**config.mk**
```make
export PLATFORM = sky130hd
export DESIGN_NAME = otpos_core
export DESIGN_NICKNAME = d
export VERILOG_FILES = /design/src/inc/otpos_pkg.sv /design/src/rtl/otpos_core.sv
export VERILOG_INCLUDE_DIRS = /design/src /design/src/inc
export SDC_FILE = /design/constraint.sdc
export NUM_CORES = 1
export LEC_CHECK = 0
export BUFFER_PORTS_ARGS = -buffer_cell sky130_fd_sc_hd__buf_2
export CORE_ASPECT_RATIO = 1.4
export CORE_MARGIN = 1.5
export CORE_UTILIZATION = 54
export DETAILED_ROUTE_END_ITERATION = 8
export MAX_ROUTING_LAYER = met4
export PLACE_DENSITY = 0.8
export REMOVE_ABC_BUFFERS = 1
export SLEW_MARGIN = 25
export SYNTH_ARGS = -nofsm -noshare
export SYNTH_HDL_FRONTEND = slang
export SYNTH_SLANG_ARGS = --single-unit
```
**constraint.sdc**
```tcl
create_clock -name mclk -period 5.2 [get_ports mclk]
set_input_delay 1.56 -clock mclk [delete_from_list [all_inputs] [get_ports mclk]]
set_output_delay 1.56 -clock mclk [all_outputs]
set_load 0.05 [all_outputs]
```
**src/inc/otpos_cfg.svh**
```systemverilog
// Purpose: Offsets, field positions, reset values and timing counts
// Assumes: 100 MHz mclk
// Notes:   Definitions only
`ifndef OTPOS_CFG_SVH
`define OTPOS_CFG_SVH

`define OTPOS_ADDR_ZERO_HI    8'h01
`define OTPOS_ADDR_ZERO_LO    8'h02
`define OTPOS_ADDR_MAXANG_HI  8'h05
`define OTPOS_ADDR_MAXANG_LO  8'h06
`define OTPOS_ADDR_SETTINGS   8'h07
`define OTPOS_ADDR_ANGLE_HI   8'h0e
`define OTPOS_ADDR_ANGLE_LO   8'h0f
`define OTPOS_ADDR_BURN_CMD   8'hff

`define OTPOS_CMD_RELOAD_1    8'h01
`define OTPOS_CMD_RELOAD_2    8'h11
`define OTPOS_CMD_RELOAD_3    8'h10
`define OTPOS_CMD_COMMIT      8'h40

`define OTPOS_OSS_LSB         4
`define OTPOS_OSS_MSB         5
`define OTPOS_OSS_PWM         2'h2

`define OTPOS_RST_MAXANG      12'h000
`define OTPOS_RST_SETTINGS    8'h00
`define OTPOS_RST_ZERO        12'h000

`define OTPOS_CLK_PERIOD_NS   10
`define OTPOS_APPLY_DELAY_NS  1000000
`define OTPOS_PIN_LOW_MS      100
`define OTPOS_APPLY_CYCLES    ((`OTPOS_APPLY_DELAY_NS + `OTPOS_CLK_PERIOD_NS - 1) / `OTPOS_CLK_PERIOD_NS)
`define OTPOS_PIN_LOW_CYCLES  ((`OTPOS_PIN_LOW_MS * 1000000 + `OTPOS_CLK_PERIOD_NS - 1) / `OTPOS_CLK_PERIOD_NS)

`endif

```
**src/inc/otpos_pkg.sv**
```systemverilog
// Purpose: Types for the nonvolatile access and output select block
// Assumes: Constants live in otpos_cfg.svh
// Notes:   One-hot reload sequence states
package otpos_pkg;
    typedef enum logic [2:0] {
        RELOAD_IDLE  = 3'h1,
        RELOAD_GOT1  = 3'h2,
        RELOAD_GOT2  = 3'h4
    } otpos_reload_t;
endpackage

```
**src/rtl/otpos_core.sv**
```systemverilog
// Purpose: Nonvolatile reload, settings commit, pin zero burn, output select
// Assumes: Register port is the decoded byte access of the serial interface
// Notes:   Analog and PWM waveform generation sits outside this block
// Functional notes
// - Bytes 01,11,10 to 0xff reload storage
// - Output pin driven low forever after burn
// - New configuration reaches output after 1 ms
// - Output stage select picks analog or PWM
// - PWM mode powers down the DAC
// - Angle readable at any time
`timescale 1ns/1ns
`include "otpos_cfg.svh"
module otpos_core #(
    parameter int unsigned APPLY_CYCLES   = `OTPOS_APPLY_CYCLES,
    parameter int unsigned PIN_LOW_CYCLES = `OTPOS_PIN_LOW_CYCLES
) (
    input  wire logic        mclk,
    input  wire logic        srst,
    input  wire logic        regWrEn,
    input  wire logic        regRdEn,
    input  wire logic [7:0]  regAddr,
    input  wire logic [7:0]  regWrData,
    input  wire logic [11:0] angleIn,
    input  wire logic        outPinIn,
    input  wire logic        programOptionPin,
    output logic      [7:0]  regRdData,
    output logic             regRdValid,
    output logic             outPinOut,
    output logic             outPinOe_n,
    output logic      [1:0]  outputStageSelect,
    output logic             pwmSelect,
    output logic             dacPowerDown,
    output logic             reloadPulse,
    output logic             zeroBurnPulse,
    output logic      [11:0] zeroPosition
);
    // Pin synchronisers
    logic [2:0] outSync_q, outSync_d;
    logic [2:0] pgoSync_q, pgoSync_d;
    logic       outLvl_q, outLvl_d;
    logic       pgoLvl_q, pgoLvl_d;

    always_comb begin
        outSync_d = {outSync_q[1:0], outPinIn};
        pgoSync_d = {pgoSync_q[1:0], programOptionPin};
        outLvl_d  = (outSync_q[1] == outSync_q[2]) ? outSync_q[2] : outLvl_q;
        pgoLvl_d  = (pgoSync_q[1] == pgoSync_q[2]) ? pgoSync_q[2] : pgoLvl_q;
    end

    always_ff @(posedge mclk) begin
        if (srst) begin
            outSync_q <= 3'h7;
            pgoSync_q <= 3'h7;
            outLvl_q  <= 1'b1;
            pgoLvl_q  <= 1'b1;
        end else begin
            outSync_q <= outSync_d;
            pgoSync_q <= pgoSync_d;
            outLvl_q  <= outLvl_d;
            pgoLvl_q  <= pgoLvl_d;
        end
    end

    // Main state
    otpos_pkg::otpos_reload_t reload_q, reload_d;
    logic [11:0] maxAng_q, maxAng_d, nvMaxAng_d;
    logic [7:0]  settings_q, settings_d, nvSettings_d;
    // Blank storage at power-up; srst does not erase it
    logic [11:0] nvMaxAng_q   = `OTPOS_RST_MAXANG;
    logic [7:0]  nvSettings_q = `OTPOS_RST_SETTINGS;
    logic [31:0] applyCnt_q, applyCnt_d;
    logic [31:0] lowCnt_q, lowCnt_d;
    logic        lowQual_q, lowQual_d;
    // Burnt zero is permanent, kept across srst
    logic        zeroBurnt_q  = 1'b0;
    logic [11:0] zero_q       = `OTPOS_RST_ZERO;
    logic        zeroBurnt_d;
    logic [11:0] zero_d;
    logic [1:0]  stage_q, stage_d;
    logic [7:0]  rdData_q, rdData_d;
    logic        rdValid_q, rdValid_d;
    logic        reload_p_q, reload_p_d;
    logic        burn_p_q, burn_p_d;
    logic        pwm_q, pwm_d, dacOff_q, dacOff_d;
    logic        cmdWr;

    always_comb begin
        cmdWr        = regWrEn && (regAddr == `OTPOS_ADDR_BURN_CMD);
        reload_d     = reload_q;
        maxAng_d     = maxAng_q;
        settings_d   = settings_q;
        nvMaxAng_d   = nvMaxAng_q;
        nvSettings_d = nvSettings_q;
        applyCnt_d   = (applyCnt_q != 32'h0) ? applyCnt_q - 32'h1 : 32'h0;
        lowCnt_d     = lowCnt_q;
        lowQual_d    = lowQual_q;
        zeroBurnt_d  = zeroBurnt_q;
        zero_d       = zero_q;
        stage_d      = stage_q;
        rdData_d     = 8'h00;
        rdValid_d    = regRdEn;
        reload_p_d   = 1'b0;
        burn_p_d     = 1'b0;
        if (regWrEn) begin
            case (regAddr)
                `OTPOS_ADDR_MAXANG_HI: maxAng_d[11:8] = regWrData[3:0];
                `OTPOS_ADDR_MAXANG_LO: maxAng_d[7:0]  = regWrData;
                `OTPOS_ADDR_SETTINGS:  settings_d     = regWrData;
                default: ;
            endcase
            applyCnt_d = APPLY_CYCLES;
        end
        if (cmdWr) begin
            if (regWrData == `OTPOS_CMD_COMMIT) begin
                nvMaxAng_d   = maxAng_q;
                nvSettings_d = settings_q;
            end
            case (reload_q)
                otpos_pkg::RELOAD_IDLE: begin
                    if (regWrData == `OTPOS_CMD_RELOAD_1) begin
                        reload_d = otpos_pkg::RELOAD_GOT1;
                    end
                end
                otpos_pkg::RELOAD_GOT1: begin
                    reload_d = (regWrData == `OTPOS_CMD_RELOAD_2) ? otpos_pkg::RELOAD_GOT2
                             : (regWrData == `OTPOS_CMD_RELOAD_1) ? otpos_pkg::RELOAD_GOT1
                             : otpos_pkg::RELOAD_IDLE;
                end
                otpos_pkg::RELOAD_GOT2: begin
                    if (regWrData == `OTPOS_CMD_RELOAD_3) begin
                        maxAng_d   = nvMaxAng_q;
                        settings_d = nvSettings_q;
                        reload_p_d = 1'b1;
                        reload_d   = otpos_pkg::RELOAD_IDLE;
                    end else begin
                        reload_d = (regWrData == `OTPOS_CMD_RELOAD_1) ? otpos_pkg::RELOAD_GOT1
                                 : otpos_pkg::RELOAD_IDLE;
                    end
                end
                default: reload_d = otpos_pkg::RELOAD_IDLE;
            endcase
        end
        if (applyCnt_q == 32'h1) begin
            stage_d = settings_q[`OTPOS_OSS_MSB:`OTPOS_OSS_LSB];
        end
        // Qualify low pulse, burn on release
        if (!zeroBurnt_q && !pgoLvl_q) begin
            if (!outLvl_q) begin
                if (lowCnt_q >= PIN_LOW_CYCLES - 1) begin
                    lowQual_d = 1'b1;
                end else begin
                    lowCnt_d = lowCnt_q + 32'h1;
                end
            end else begin
                lowCnt_d  = 32'h0;
                lowQual_d = 1'b0;
                if (lowQual_q) begin
                    zero_d      = angleIn;
                    zeroBurnt_d = 1'b1;
                    burn_p_d    = 1'b1;
                end
            end
        end
        pwm_d    = (stage_d == `OTPOS_OSS_PWM);
        dacOff_d = pwm_d;
        if (regRdEn) begin
            case (regAddr)
                `OTPOS_ADDR_ZERO_HI:   rdData_d = {4'h0, zero_q[11:8]};
                `OTPOS_ADDR_ZERO_LO:   rdData_d = zero_q[7:0];
                `OTPOS_ADDR_MAXANG_HI: rdData_d = {4'h0, maxAng_q[11:8]};
                `OTPOS_ADDR_MAXANG_LO: rdData_d = maxAng_q[7:0];
                `OTPOS_ADDR_SETTINGS:  rdData_d = settings_q;
                `OTPOS_ADDR_ANGLE_HI:  rdData_d = {4'h0, angleIn[11:8]};
                `OTPOS_ADDR_ANGLE_LO:  rdData_d = angleIn[7:0];
                default:               rdData_d = 8'h00;
            endcase
        end
    end

    always_ff @(posedge mclk) begin
        if (srst) begin
            reload_q     <= otpos_pkg::RELOAD_IDLE;
            // Power-up loads stored content, applied after the delay
            maxAng_q     <= nvMaxAng_q;
            settings_q   <= nvSettings_q;
            applyCnt_q   <= APPLY_CYCLES;
            lowCnt_q     <= 32'h0;
            lowQual_q    <= 1'b0;
            stage_q      <= 2'h0;
            rdData_q     <= 8'h00;
            rdValid_q    <= 1'b0;
            reload_p_q   <= 1'b0;
            burn_p_q     <= 1'b0;
            pwm_q        <= 1'b0;
            dacOff_q     <= 1'b0;
        end else begin
            reload_q     <= reload_d;
            maxAng_q     <= maxAng_d;
            settings_q   <= settings_d;
            nvMaxAng_q   <= nvMaxAng_d;
            nvSettings_q <= nvSettings_d;
            applyCnt_q   <= applyCnt_d;
            lowCnt_q     <= lowCnt_d;
            lowQual_q    <= lowQual_d;
            zeroBurnt_q  <= zeroBurnt_d;
            zero_q       <= zero_d;
            stage_q      <= stage_d;
            rdData_q     <= rdData_d;
            rdValid_q    <= rdValid_d;
            reload_p_q   <= reload_p_d;
            burn_p_q     <= burn_p_d;
            pwm_q        <= pwm_d;
            dacOff_q     <= dacOff_d;
        end
    end

    assign outPinOut         = 1'b0;
    assign outPinOe_n        = ~zeroBurnt_q;
    assign regRdData         = rdData_q;
    assign regRdValid        = rdValid_q;
    assign outputStageSelect = stage_q;
    assign pwmSelect         = pwm_q;
    assign dacPowerDown      = dacOff_q;
    assign reloadPulse       = reload_p_q;
    assign zeroBurnPulse     = burn_p_q;
    assign zeroPosition      = zero_q;

    a_reload_seq_done: assert property (@(posedge mclk) disable iff (srst)
        (cmdWr && regWrData == `OTPOS_CMD_RELOAD_3 && reload_q == otpos_pkg::RELOAD_GOT2)
        |=> reloadPulse && settings_q == $past(nvSettings_q) && maxAng_q == $past(nvMaxAng_q))
        else $error("reload sequence did not reload");
    a_pin_held_low: assert property (@(posedge mclk) disable iff (srst)
        zeroBurnt_q |=> (zeroBurnt_q && !outPinOe_n && !outPinOut)[*2])
        else $error("burnt zero released output pin");
    a_apply_no_early: assert property (@(posedge mclk) disable iff (srst)
        $changed(stage_q) |-> $past(applyCnt_q) == 32'h1)
        else $error("output stage changed before apply delay");
    a_stage_pwm_sel: assert property (@(posedge mclk) disable iff (srst)
        (applyCnt_q == 32'h1 && settings_q[5:4] == 2'h2 && !regWrEn) |=> pwmSelect)
        else $error("PWM stage not selected");
    a_dac_pwm_off: assert property (@(posedge mclk) disable iff (srst)
        pwmSelect |-> dacPowerDown && stage_q == `OTPOS_OSS_PWM)
        else $error("DAC powered in PWM mode");
    a_angle_read_any: assert property (@(posedge mclk) disable iff (srst)
        (regRdEn && regAddr == `OTPOS_ADDR_ANGLE_LO) |=> regRdValid
        && regRdData == $past(angleIn[7:0]))
        else $error("angle read returned wrong value");
    a_zero_capture: assert property (@(posedge mclk) disable iff (srst)
        (lowQual_q && outLvl_q && !zeroBurnt_q && !pgoLvl_q)
        |=> zeroBurnPulse && zeroPosition == $past(angleIn))
        else $error("zero position not captured on release");
endmodule

```
After elaboration in Yosys (flattened, before gate mapping)
Index checks and enable logic that the tools add are counted.
{"block": "word_totals", "elab_cells": 66, "register_bits": 88, "input_bits": 34, "out_inout_bits": 29}
{"block": "classes", "mux": 22, "n_reduce_logical": 8, "n_addsub": 1, "n_eq_ne": 18, "bitwise": 5}
{"operator": "$mux 12", "n": 5}
{"operator": "$mux 8", "n": 7}
{"operator": "$pmux 8 s7", "n": 1}
{"operator": "$eq 32x1->1 const B", "n": 1}
{"operator": "$reduce_bool 32->1", "n": 1}
{"operator": "$sub 32x1->32 const B", "n": 1}
{"operator": "$eq 8x3->1 const B", "n": 3}
{"operator": "$mux 17", "n": 1}
{"operator": "$eq 8x1->1 const B", "n": 2}
{"operator": "$eq 8x4->1 const B", "n": 2}
{"operator": "$eq 8x5->1 const B", "n": 2}
{"operator": "$pmux 3 s3", "n": 1}
{"operator": "$eq 8x2->1 const B", "n": 1}
{"operator": "$eq 8x7->1 const B", "n": 1}
{"operator": "$eq 8x8->1 const B", "n": 1}
{"operator": "$mux 2", "n": 3}
{"operator": "$mux 3", "n": 2}
{"operator": "$reduce_or 3->1", "n": 2}
{"operator": "$not 1->1", "n": 5}
{"operator": "$mux 4", "n": 1}
{"operator": "$reduce_or 2->1", "n": 2}
{"operator": "$eq 3x1->1 const B", "n": 1}
{"operator": "$eq 3x2->1 const B", "n": 1}
{"operator": "$eq 3x3->1 const B", "n": 1}
{"operator": "6 further kinds", "n": 6}

Depth between registers and ports, before layout
{"block": "depth", "ltp_word": 7, "ltp_mapped": 9, "depth_no_buf": 7}

Worst setup path after synthesis
No wires, ideal clock.
{"block": "synth_path", "path_kind": "input-to-reg", "startpoint": "input port regAddr[1]", "endpoint": "register nvMaxAng_q[0], enable pin", "cell_stages": 4, "path_slack_ns": 0.354, "path_buffers": 1, "arrival_time_ns": 4.398, "path_cell_list": "clkbuf_1 -> nand4_1 -> or3_1 -> nor4_1"}
{"block": "synth_via", "elab_chain_cells": 3}
{"element": "start, declared", "line": "otpos_core.sv:21", "text": "input wire logic [7:0] regAddr,"}
{"element": "$eq 8x8->1 (no source line)"}
{"element": "$logic_and 1x1->1", "line": "otpos_core.sv:88", "text": "cmdWr = regWrEn && (regAddr == `OTPOS_ADDR_BURN_CMD);"}
{"element": "$reduce_and 3->1 (no source line)"}
{"element": "end signal, assigned", "line": "otpos_core.sv:200", "text": "nvMaxAng_q <= nvMaxAng_d;"}
{"element": "end, declared", "line": "otpos_core.sv:69", "text": "logic [11:0] nvMaxAng_q = `OTPOS_RST_MAXANG;"}
No other way between the ends.
A chain may end at the register's enable or synchronous reset.

Worst setup path in the final report
{"block": "layout_path", "startpoint": "input port regAddr[0]", "endpoint": "register settings_q[7]"}
{"block": "layout_via", "elab_chain_cells": 7, "word_cells_on_any_way": 9}
{"element": "$eq 8x3->1", "line": "otpos_core.sv:105", "text": "case (regAddr)"}
{"element": "$mux 8", "line": "otpos_core.sv:105"}
{"element": "$mux 8", "line": "otpos_core.sv:104", "text": "if (regWrEn) begin"}
{"element": "$mux 8", "line": "otpos_core.sv:130", "text": "if (regWrData == `OTPOS_CMD_RELOAD_3) begin"}
{"element": "$mux 8", "line": "otpos_core.sv:118", "text": "case (reload_q)"}
{"element": "$mux 8 (*)", "line": "otpos_core.sv:113", "text": "if (cmdWr) begin"}
{"element": "$mux 8 (*)", "line": "otpos_core.sv:181", "text": "if (srst) begin"}
{"element": "end signal, assigned", "line": "otpos_core.sv:185", "text": "settings_q <= nvSettings_q;"}
{"element": "end signal, assigned", "line": "otpos_core.sv:199", "text": "settings_q <= settings_d;"}
{"element": "end, declared", "line": "otpos_core.sv:67", "text": "logic [7:0] settings_q, settings_d, nvSettings_d;"}
Mark *: on every way between the ends. The rest lies on a longest branch, timed or not.

==> impl_metrics.py <==
metrics = {
    "run_status": {
        "status": "completed",
    },
    "route": {
        "via_count": 3081,
        "drtPass1Iterations": 4,
        "wirelength_um": 8136,
        "drc": 0,
        "drtIter0Drc": 133,
        "antenna_left": 0,
        "vias_per_cell": 5.512,
        "wl_per_cell_um": 14.55,
    },
    "layout": {
        "fill_cells": 640,
        "final_cell_mix": "dfxtp_1 (68), nor2_1 (63), buf_2 (45), a21oi_1 (30), mux2i_1 (26)",
        "diodes": 0,
        "multi_input_area_um2": 1929,
        "layout_commonest_cell": "dfxtp_1",
        "nets": 493,
        "synthToLayoutAreaGrowth_pct": 12.12,
        "register_area_um2": 1962,
        "drive_above_1_share_pct": 18.83,
    },
    "clock_network": {
        "path_clk_slew_ns": 0.08,
        "cts_buffer_depth": 2,
        "postCtsHoldBufs": 0,
        "cts_resized": 0,
        "cts_setup_buffers": 0,
        "cts.sinks": 88,
        "cts_max_level": 3,
        "root_buffer": "clkbuf_8",
        "clkLatencyLatePin_ns": 0.36,
        "tritoncts": "done",
        "numCtsBuffers": 9,
    },
    "die": {
        "coreArea_um2": 7315,
        "num_rows": 37,
        "start_util_pct": 55.20,
        "fp.dieW_um": 76.08,
        "die-area_um2": 8012,
        "io_pins": 63,
        "die_h_um": 105.3,
    },
    "place": {
        "place.gp.congestion": 0.8349,
        "port_buffers": 45,
        "hpwl_um": 5729,
    },
    "logic_synthesis": {
        "synth_edf_count": 20,
        "syn_avg_cell_area_um2": 9.706,
        "synth_area_um2": 4038,
        "ys_ff_latch": 88,
        "synth_seq_area_share_pct": 48.59,
        "ys_types": 53,
        "synthArstFlopShare_pct": 0,
        "synth_flop_cell": "dfxtp_1",
        "ys.warnings.count": 0,
        "synthCells": 416,
    },
    "worst_setup_path": {
        "r2r-end": "applyCnt_q[21]",
        "crit_end": "settings_q[7]",
        "crit_path_start_kind": "primary input",
        "worstSetupEndpointType": "register",
        "cp_max_fo": 21,
        "crit_start": "regAddr[0]",
        "reg2reg_slack_ns": 2.53,
        "reg2reg_depth": 7,
        "arrival_ns": 3.78,
        "crit_type": "primary input to register",
        "rr_startpoint": "applyCnt_q[0]",
        "required_ns": 5.44,
    },
    "global_routing": {
        "grt_pass1_vias": 2914,
        "antenna_found_initial": 0,
        "grt_overflow": 0,
        "grt_pass1_wl_um": 13550,
        "grt_usage_pct": 21.76,
        "grt_max_degree": 23,
    },
    "sta": {
        "period_share_pct": 68.14,
        "finClkSkew_ns": 0.007202,
        "fin_crit_ns": 3.543,
        "fmax_ghz": 0.2822,
        "worstMarginPinSlew_ns": 0.9803,
        "maxSlewViolCount": 0,
        "setup_tns_ns": 0,
        "hold_viol": 0,
        "rsz0062_at_grt": "no",
        "setup_viol": 0,
        "slew_headroom_pct": 34.29,
    },
    "pwr": {
        "swShare_pct": 23.47,
        "power_density_nw_per_um2": 308.1,
        "clockPowerShare_pct": 40.1,
        "pwr-share-seq_pct": 51.9,
        "p_leak_nw": 1.679,
        "total_power_mw": 1.395,
        "combPwrFrac_pct": 7.9,
        "p_int_mw": 1.067,
        "p_sw_mw": 0.3274,
        "vdd_drop_max_v": 0.0002220,
    },
    "min_path": {
        "worst_hold_path_type": "register to register",
    },
    "flow_run": {
        "drv_cap": 0,
    },
}
## cell families after synthesis
| group | count (synthesis) | synth area share [%] |
|---|---|---|
| other | 1 | 0.09288 |
| flip-flops | 88 | 48.59 |
| AND/OR/NAND/NOR | 170 | 23.52 |
| XOR/XNOR | 20 | 4.338 |
| AO/OA/AOI/OAI | 62 | 8.894 |
| adder cells (fa/ha/maj) | 2 | 0.6197 |
| buffers and inverters | 39 | 5.268 |
| multiplexers | 34 | 8.677 |
## metrics by stage
step                util, %  instances  worst slack, ns  hold slack [ns]  cell area (um2)
CTS                   61.89        559            1.698           0.4690             4527
global placement      58.66        543            1.464           0.4357             4290
finish                61.89        559            1.657           0.4665             4527
floorplan                 -        397           0.6669           0.4239             3900
global route          61.89        559            1.461           0.4878             4527
detailed placement    58.66        543            1.362           0.4395             4290
## critical path, cell delays in order
cell	delay, ns
buf_2	0.27
nand2_1	0.14
nor3_1	0.57
a41oi_2	0.62
buf_4	0.41
nor2_1	0.14
a21oi_1	0.06
## worst min-delay path by stage
stage / startpoint / end / slack (ns) / depth (start not counted)
final: maxAng_q[4] / nvMaxAng_q[4] / 0.47 / 0
after global routing: maxAng_q[4] / nvMaxAng_q[4] / 0.49 / 0
after CTS: maxAng_q[4] / nvMaxAng_q[4] / 0.47 / 0
after detailed placement: settings_q[3] / nvSettings_q[3] / 0.44 / 0
after global placement: settings_q[3] / nvSettings_q[3] / 0.44 / 0
after floorplan: settings_q[0] / nvSettings_q[0] / 0.42 / 0
## state kept, by name, summed over array words and instances (netlist names)
name / cells
nvSettings_q: 8
applyCnt_q: 32
settings_q: 8
maxAng_q: 12
reloadPulse: 1
dacPowerDown: 1
nvMaxAng_q: 12
reload_q: 3
regRdData: 8
regRdValid: 1
outputStageSelect: 2
## cell type report
class,instances,share of cell area [%]
sequential,88,43.34
multi-input combinational,303,42.62
timing repair buffer,49,5.638
clock buffer,11,2.902
tap,97,2.681
clock inverter,5,2.322
inverter,6,0.4975
## power groups by stage
stage                     clock network (mW)  logic (mW)  registers, mW
after detailed placement                   0       0.110          0.740
after floorplan                            0      0.0738          0.738
after global routing                   0.589       0.122          0.727
after global placement                     0       0.107          0.739
after CTS                              0.564       0.111          0.724
final                                  0.560       0.111          0.724
## metal layers
layer	vias up	part of all wire [%]	track usage, %
met3	19	2.9	3.983
li1	1532	-	-
met4	0	2.5	9.788
met1	1463	44	24.99
met2	67	51	37.07
met5	-	0	-
## cells in the mapped netlist (2+ instances only)
cell type / instances / area, um2
a21oi_1: 30 / 150.1
a22oi_1: 8 / 60.06
and2_1: 3 / 18.77
and3_1: 2 / 12.51
buf_2: 4 / 20.02
buf_4: 16 / 120.1
clkbuf_1: 11 / 41.29
dfxtp_1: 68 / 1361
edfxtp_1: 20 / 600.6
ha_1: 2 / 25.02
inv_1: 6 / 22.52
mux2_2: 8 / 90.09
mux2i_1: 26 / 260.3
nand2_1: 18 / 67.56
nand2b_1: 4 / 25.02
nand3_1: 13 / 65.06
nand3b_1: 4 / 30.03
nand4_1: 4 / 25.02
nand4b_1: 5 / 43.79
nor2_1: 63 / 236.5
nor2b_1: 3 / 18.77
nor3_1: 7 / 35.03
nor3_2: 2 / 20.02
nor3b_1: 5 / 37.54
nor4_1: 9 / 56.30
o21ai_0: 15 / 75.07
o31ai_1: 2 / 15.01
or2_2: 2 / 12.51
or3_1: 8 / 50.05
or4_1: 5 / 37.54
or4_4: 3 / 33.78
xnor2_1: 6 / 52.55
xor2_1: 14 / 122.6
(Power assumes the default switching activity.)
